**src/sdpc_pkg.sv**
```systemverilog
// Purpose: shared types and constants for the cke power-state logic
// Assumes: command pins sampled on the rising clock edge
// Notes:   command pins are active low as on the memory bus
package sdpc_pkg;

   // ******************************************************************
   // command encodings {cs_n, ras_n, cas_n, we_n}
   // ******************************************************************
   localparam logic [3:0] CMD_NOP     = 4'h7;
   localparam logic [3:0] CMD_REFRESH = 4'h1;
   localparam logic [3:0] CMD_DES_MSK = 4'h8;

   // ******************************************************************
   // timing counts
   // ******************************************************************
   localparam int SYNC_STAGES = 2;

   typedef enum logic [2:0] {
      SDPC_IDLE,
      SDPC_ACTIVE,
      SDPC_BUSY,
      SDPC_APD,
      SDPC_PPD,
      SDPC_SREF
   } sdpc_state_type;

   typedef struct packed {
      logic cs_n;
      logic ras_n;
      logic cas_n;
      logic we_n;
   } sdpc_cmd_type;

   typedef struct packed {
      logic banks_open;
      logic burst_busy;
      logic precharging;
      logic refreshing;
      logic timing_ok;
   } sdpc_core_type;

endpackage

```
**src/sdpc_sync.sv**
```systemverilog
// Purpose: two flip-flop synchroniser for a bus of pin levels
// Assumes: inputs asynchronous to sys_clk
// Notes:   first stage is read only by the second
`timescale 1ns/10ps
module sdpc_sync #(
   parameter int WIDTH = 1
) (
   // clock and reset
   input  wire logic             sys_clk,
   input  wire logic             reset,
   // data
   input  wire logic [WIDTH-1:0] din,
   output logic      [WIDTH-1:0] dout
);

   logic [WIDTH-1:0] meta_q;
   logic [WIDTH-1:0] sync_q;

   // elaboration-time refusal of an empty bus
   if (WIDTH < 1) begin : g_width_check
      $error("sdpc_sync: WIDTH must be at least 1");
   end

   always_ff @(posedge sys_clk or posedge reset) begin
      if (reset) begin
         meta_q <= '0;
         sync_q <= '0;
      end else begin
         meta_q <= din;
         sync_q <= meta_q;
      end
   end

   assign dout = sync_q;

endmodule // sdpc_sync

```
**src/sdpc_top.sv**
```systemverilog
// Purpose: cke driven power-down and self refresh state logic
// Assumes: core status inputs come from logic on sys_clk
// Notes:   cke and command pins are synchronised before use
`timescale 1ns/10ps

module sdpc_top (
   // clock and reset
   input  wire logic                   sys_clk,
   input  wire logic                   reset,
   // memory pins
   input  wire logic                   cke,
   input  wire sdpc_pkg::sdpc_cmd_type cmd_pins,
   input  wire logic                   odt,
   // core status
   input  wire sdpc_pkg::sdpc_core_type core,
   // state outputs
   output sdpc_pkg::sdpc_state_type     state,
   output logic                         power_down,
   output logic                         self_refresh,
   output logic                         idle,
   output logic                         cmd_accept,
   output logic                         illegal
);

   // ******************************************************************
   // pin synchronisation
   // ******************************************************************
   logic [4:0]            pins_s;
   logic                  cke_s;
   sdpc_pkg::sdpc_cmd_type cmd_s;

   sdpc_sync #(
      .WIDTH (5)
   ) u_sync (
      .sys_clk (sys_clk),
      .reset   (reset),
      .din     ({cke, cmd_pins}),
      .dout    (pins_s)
   );

   assign cke_s = pins_s[4];
   assign cmd_s = pins_s[3:0];

   // ******************************************************************
   // state next-value logic
   // ******************************************************************
   sdpc_pkg::sdpc_state_type state_q, state_d;
   logic cke_prev_q, cke_prev_d;
   logic pd_q, pd_d, sr_q, sr_d, idle_q, idle_d, acc_q, acc_d;
   logic ill_q, ill_d;
   logic is_des, is_nop, quiet, is_ref, fall, rise, stay_low, all_idle;

   always_comb begin
      is_des   = cmd_s.cs_n;
      is_nop   = (cmd_s == sdpc_pkg::CMD_NOP);
      quiet    = is_des | is_nop;
      is_ref   = (cmd_s == sdpc_pkg::CMD_REFRESH);
      fall     = cke_prev_q & ~cke_s;
      rise     = ~cke_prev_q & cke_s;
      stay_low = ~cke_prev_q & ~cke_s;
      all_idle = ~core.banks_open & ~core.burst_busy & ~core.precharging
                 & ~core.refreshing & core.timing_ok;
      state_d  = state_q;
      ill_d    = 1'b0;
      // odt is deliberately not read here
      case (state_q)
         sdpc_pkg::SDPC_APD,
         sdpc_pkg::SDPC_PPD: begin
            if (rise & quiet) begin
               state_d = core.banks_open ? sdpc_pkg::SDPC_ACTIVE
                                         : sdpc_pkg::SDPC_IDLE;
            end else if (!stay_low) begin
               ill_d = 1'b1;
            end
         end
         sdpc_pkg::SDPC_SREF: begin
            if (rise & quiet) begin
               state_d = sdpc_pkg::SDPC_IDLE;
            end else if (!stay_low) begin
               ill_d = 1'b1;
            end
         end
         default: begin
            if (fall) begin
               if (quiet && (core.burst_busy || core.precharging)) begin
                  state_d = sdpc_pkg::SDPC_PPD;
               end else if (quiet && core.banks_open) begin
                  state_d = sdpc_pkg::SDPC_APD;
               end else if (quiet && (core.refreshing || all_idle)) begin
                  state_d = sdpc_pkg::SDPC_PPD;
               end else if (is_ref && all_idle) begin
                  state_d = sdpc_pkg::SDPC_SREF;
               end else begin
                  ill_d = 1'b1;
               end
            end else if (cke_s) begin
               if (core.banks_open | core.burst_busy | core.precharging
                   | core.refreshing) begin
                  state_d = core.banks_open ? sdpc_pkg::SDPC_ACTIVE
                                            : sdpc_pkg::SDPC_BUSY;
               end else begin
                  state_d = sdpc_pkg::SDPC_IDLE;
               end
            end
         end
      endcase
      cke_prev_d = cke_s;
      pd_d   = (state_d == sdpc_pkg::SDPC_APD)
             | (state_d == sdpc_pkg::SDPC_PPD);
      sr_d   = (state_d == sdpc_pkg::SDPC_SREF);
      idle_d = (state_d == sdpc_pkg::SDPC_IDLE) & all_idle & cke_s;
      acc_d  = cke_prev_q & cke_s & ~is_des & ~is_nop & ~pd_d & ~sr_d;
   end

   // ******************************************************************
   // state registers
   // ******************************************************************
   always_ff @(posedge sys_clk or posedge reset) begin
      if (reset) begin
         state_q    <= sdpc_pkg::SDPC_IDLE;
         cke_prev_q <= 1'b0;
         pd_q       <= 1'b0;
         sr_q       <= 1'b0;
         idle_q     <= 1'b0;
         acc_q      <= 1'b0;
         ill_q      <= 1'b0;
      end else begin
         state_q    <= state_d;
         cke_prev_q <= cke_prev_d;
         pd_q       <= pd_d;
         sr_q       <= sr_d;
         idle_q     <= idle_d;
         acc_q      <= acc_d;
         ill_q      <= ill_d;
      end
   end

   assign state        = state_q;
   assign power_down   = pd_q;
   assign self_refresh = sr_q;
   assign idle         = idle_q;
   assign cmd_accept   = acc_q;
   assign illegal      = ill_q;

   // ******************************************************************
   // assertions
   // ******************************************************************
   apd_entry_a: assert property (@(posedge sys_clk) disable iff (reset)
      (fall && quiet && core.banks_open && !core.burst_busy
       && !core.precharging && state_q inside {sdpc_pkg::SDPC_IDLE,
       sdpc_pkg::SDPC_ACTIVE, sdpc_pkg::SDPC_BUSY})
      |=> state_q == sdpc_pkg::SDPC_APD)
      else $error("active power-down not entered");

   pd_entry_a: assert property (@(posedge sys_clk) disable iff (reset)
      (fall && quiet && core.burst_busy && !pd_q && !sr_q)
      |=> pd_q && state_q == sdpc_pkg::SDPC_PPD)
      else $error("power-down not entered while busy");

   ppd_entry_a: assert property (@(posedge sys_clk) disable iff (reset)
      (fall && quiet && all_idle && !pd_q && !sr_q)
      |=> state_q == sdpc_pkg::SDPC_PPD)
      else $error("precharge power-down not entered");

   sref_entry_a: assert property (@(posedge sys_clk) disable iff (reset)
      (fall && is_ref && all_idle && !pd_q && !sr_q)
      |=> sr_q && !pd_q)
      else $error("self refresh not entered");

   pd_hold_a: assert property (@(posedge sys_clk) disable iff (reset)
      (pd_q && stay_low) |=> $stable(state_q))
      else $error("power-down left while cke low");

   sref_exit_a: assert property (@(posedge sys_clk) disable iff (reset)
      (sr_q && rise && quiet) |=> !sr_q ##1 !sr_q)
      else $error("self refresh exit failed");

   des_block_a: assert property (@(posedge sys_clk) disable iff (reset)
      is_des |=> !cmd_accept)
      else $error("command accepted under deselect");

   illegal_flag_a: assert property (@(posedge sys_clk) disable iff (reset)
      (sr_q && cke_prev_q) |=> illegal && sr_q)
      else $error("illegal self refresh sequence not flagged");

   prev_cke_a: assert property (@(posedge sys_clk) disable iff (reset)
      cke_prev_q == $past(cke_s))
      else $error("previous cke sample wrong");

   pd_exit_a: assert property (@(posedge sys_clk) disable iff (reset)
      (pd_q && rise && quiet) |=> !pd_q && !sr_q)
      else $error("power-down exit failed");

   sref_hold_a: assert property (@(posedge sys_clk) disable iff (reset)
      (sr_q && stay_low) |=> sr_q && !pd_q)
      else $error("self refresh left while cke low");

   nop_quiet_a: assert property (@(posedge sys_clk) disable iff (reset)
      is_nop |=> !cmd_accept)
      else $error("command accepted under nop");

   pd_refuse_a: assert property (@(posedge sys_clk) disable iff (reset)
      (pd_q && rise && !quiet) |=> pd_q && illegal)
      else $error("illegal power-down exit not refused");

endmodule // sdpc_top

```
**config.mk**
```make
export PLATFORM = sky130hd
export DESIGN_NAME = sdpc_top
export DESIGN_NICKNAME = d
export VERILOG_FILES = /design/src/sdpc_pkg.sv /design/src/sdpc_sync.sv /design/src/sdpc_top.sv
export SDC_FILE = /design/constraint.sdc
export NUM_CORES = 1
export LEC_CHECK = 0
export BUFFER_PORTS_ARGS = -buffer_cell sky130_fd_sc_hd__clkbuf_2
export CORE_MARGIN = 2
export CORE_UTILIZATION = 40
export DETAILED_ROUTE_END_ITERATION = 6
export PLACE_DENSITY = 0.62
export SLEW_MARGIN = 15
export SYNTH_ARGS = -nofsm -noshare
export SYNTH_HDL_FRONTEND = slang
export SYNTH_SLANG_ARGS = --single-unit
```
**constraint.sdc**
```tcl
create_clock -name sys_clk -period 1.8 [get_ports sys_clk]
set_clock_uncertainty 0.2 [all_clocks]
set_input_delay 0.27 -clock sys_clk [delete_from_list [all_inputs] [get_ports sys_clk]]
set_output_delay 0.27 -clock sys_clk [all_outputs]
set_load 0.005 [all_outputs]
```
==> run metrics <==
clock latency on the worst-skew pair 0.29 ns; switching pwr 0.3035 mW; GR Overflow Total 0; switching share of power 0.2929; Lkg Pwr 0.6420 nW; Clk Tree Root Cell clkbuf_4; CTS tree done; WL final 2248 um; post-layout util 0.6288; total CTS buffers 3; Seq/Total Area, Yosys 0.5163; path type of the worst min-delay path reg -> reg; Gate power share 0.333; GRT Overall Usage 0.1772; Max stage delay on crit path 0.43 ns; row count 17; final hold vios 0; CP Class reg -> reg; Mapped Avg Cell Area 11.37 sq um; die area 2702 sq um; Max Clock Freq 506.3 MHz; placed cells 147; Max H-tree Level 1; Slew Limit Fails 0; Pwr Total 1.036 mW; fin crit share 1.097; WL/cell 14.05 um; initial antenna violation count 0; Post-synth EDFFs 0; most frequent cell after synthesis dfrtp_1; worst-case reg-to-reg path depth 6; core area 2191 sq um; Layout Cells excl Fill 160; total I/O pin count 21; vias in the first global route 834; gate count of the mapped netlist 81; Critical Path Fanout Max 7; sequential power share 0.472; Reg2Reg Setup Slack -0.18 ns; first-pass GRT wire length 3532 um; unrepaired setup endpoints after global routing true; internal cell power 0.7329 mW; Most used DFF post-synth dfrtp_1; post-synthesis adder-cell area fraction 0; worst r2r src u_sync.dout[2]; worst r2r dst cmd_accept; synthesis-to-layout area growth 49.59%; actual transition at the worst max-transition pin 0.6656 ns; Design Area, Final 1378 sq um; Setup crit start u_sync.dout[2]; Synthesis Warnings 0; # DRC 0; maximum number of pins on one net before global-route repair 20; Yosys top cell area share 0.5163; Die Y 51.98 um; CTS sink cnt 19; nets@finish 146; Yosys cell types 37; worst path cell trace a31o_2 -> a211oi_2 -> o31ai_2 -> a21oi_2 -> nand2b_4 -> and4_1; crit path to cmd_accept; Data arrival, critical path 1.97 ns; Synth Cell Area 920.9 sq um; DP Area 1209 sq um; multi-input logic area 500.5 sq um; outcome complete, but fails checks; total iterations of the first detailed-routing run 4; vias 855; Syn Nets 94; die boundary width 51.98 um; mux share of post-synthesis cell area 0.01087; Final min period 1.975 ns; Slew headroom 0.5558; post-synthesis compound-gate area fraction 0.1984; Synth area leaders dfrtp_1 (52%), nand2b_1 (2.7%), nor2b_1 (2.7%), nor4b_4 (2.6%), o221a_2 (2.4%); max-cap violation count 0; hold_ws 0.1531 ns; largest family of logic cells by synthesized area simple AND/OR/NAND/NOR gates; Slowest-stage cell, CP dfrtp_2; PwrDens 752.4 nW/um^2; PortBufs 19; Synth Area in Simple Gates 0.2486; 1st-iter DRT viols 13; initial core utilization 0.4203; critical path required time 1.79 ns; synthesis-stage register bit count 19; leading area contributor after synthesis dfrtp_1; worst vdd ir 0.6513 mV; Synth top cells by count dfrtp_1 (19), nor2_1 (5); Post-synth ARST share 1.000; fraction of layout cells with a size suffix above 1 0.5000; Antenna Nets Post-Route 0; Ant. Diodes 0; Crit. End Element flop; setup_tns -0.5559 ns; final setup fails 4; sequential cell area 480.5 sq um; Max clock buf depth 2; vias per inst 5.344; clk slew on worst S/H paths 0.10 ns; Worst setup SP type flop; dpl hpwl 1563 um; dpl ws -0.2371 ns; gpl congestion 0.8069; failing checks setup timing; fillers 179; final worst slack -0.1751 ns; clock network power share 0.195; Synth Area in XOR/XNOR 0.009511
[logic make-up (layout without fill, tap and decap cells)]
group	after synthesis	after routing
AOI/OAI and AO/OA	24	24
xor gates and xnor gates	1	1
buffers and inverters	4	55
DFF	19	19
muxes	1	1
and+or+nand+nor	32	32
[worst min path at each step]
stage / depth (start not counted) / slack, ns / from / endpoint
4_1_cts: 0 / 0.16 / u_sync.meta_q[1] / u_sync.dout[1]
6_report: 0 / 0.15 / u_sync.meta_q[1] / u_sync.dout[1]
3_5_place_dp: 0 / 0.14 / u_sync.meta_q[1] / u_sync.dout[1]
3_3_place_gp: 0 / 0.13 / u_sync.meta_q[3] / u_sync.dout[3]
2_1_floorplan: 1 / 0.02 / reset / cke_prev_q
5_1_grt: 0 / 0.16 / u_sync.meta_q[3] / u_sync.dout[3]
[flip-flops by register name, indices dropped and copies added, names as in the netlist]
| register | flops |
|---|---|
| u_sync.dout | 5 |
| u_sync.meta_q | 5 |
| state | 3 |
| cke_prev_q | 1 |
| cmd_accept | 1 |
| idle | 1 |
| illegal | 1 |
| power_down | 1 |
| self_refresh | 1 |
[metal layers]
metal	vias to the layer above	GRT usage	share of wire
met3	4	0.02874	0.027
li1	415	-	-
met2	15	0.2975	0.56
met5	-	0	0
met4	0	0.07018	0.011
met1	421	0.2270	0.40
[power groups by stage]
stage	Clock [mW]	Combinational, mW	Sequential [mW]
final	0.203	0.345	0.489
after global routing	0.231	0.380	0.494
after CTS	0.209	0.316	0.488
after detailed placement	0	0.287	0.497
after global placement	0	0.284	0.495
after floorplan	0	0.139	0.511
[critical path: cells and delay by family, from the launching register on]
kind,cells,cell delay [ns]
AO/OA/AOI/OAI,4,0.90
flip-flops,1,0.43
AND/OR/NAND/NOR,2,0.35
[layout make-up]
class / count / area share
sequential: 19 / 0.3488
multi-input combinational: 58 / 0.3633
tap: 28 / 0.02543
clock buffer: 4 / 0.01907
inverter: 4 / 0.01090
timing repair buffer: 47 / 0.2325
[cells in the final DEF (no fill, tap or decap), types with 2 or more instances in the layout]
cell	n
nor4b_4	2
nand2b_1	3
a31oi_1	3
inv_1	4
nand3b_1	2
a21oi_2	2
o21ai_0	3
dlygate4sd3_1	6
nor2b_1	4
buf_4	22
nand2_1	2
clkbuf_2	19
nor3_2	2
nor2_1	5
o31ai_2	2
dfrtp_1	15
clkbuf_4	3
dfrtp_2	4
[what timing repair did]
item                       in CTS  in global routing
setup buffers                   1                  2
gates resized for setup         4                 12
pin swaps                       0                  7
setup endpoints to repair       4                  6
hold buffers                    6                  0
hold endpoints to repair       24                  0
Note: power is estimated with default switching activity, not from simulation.
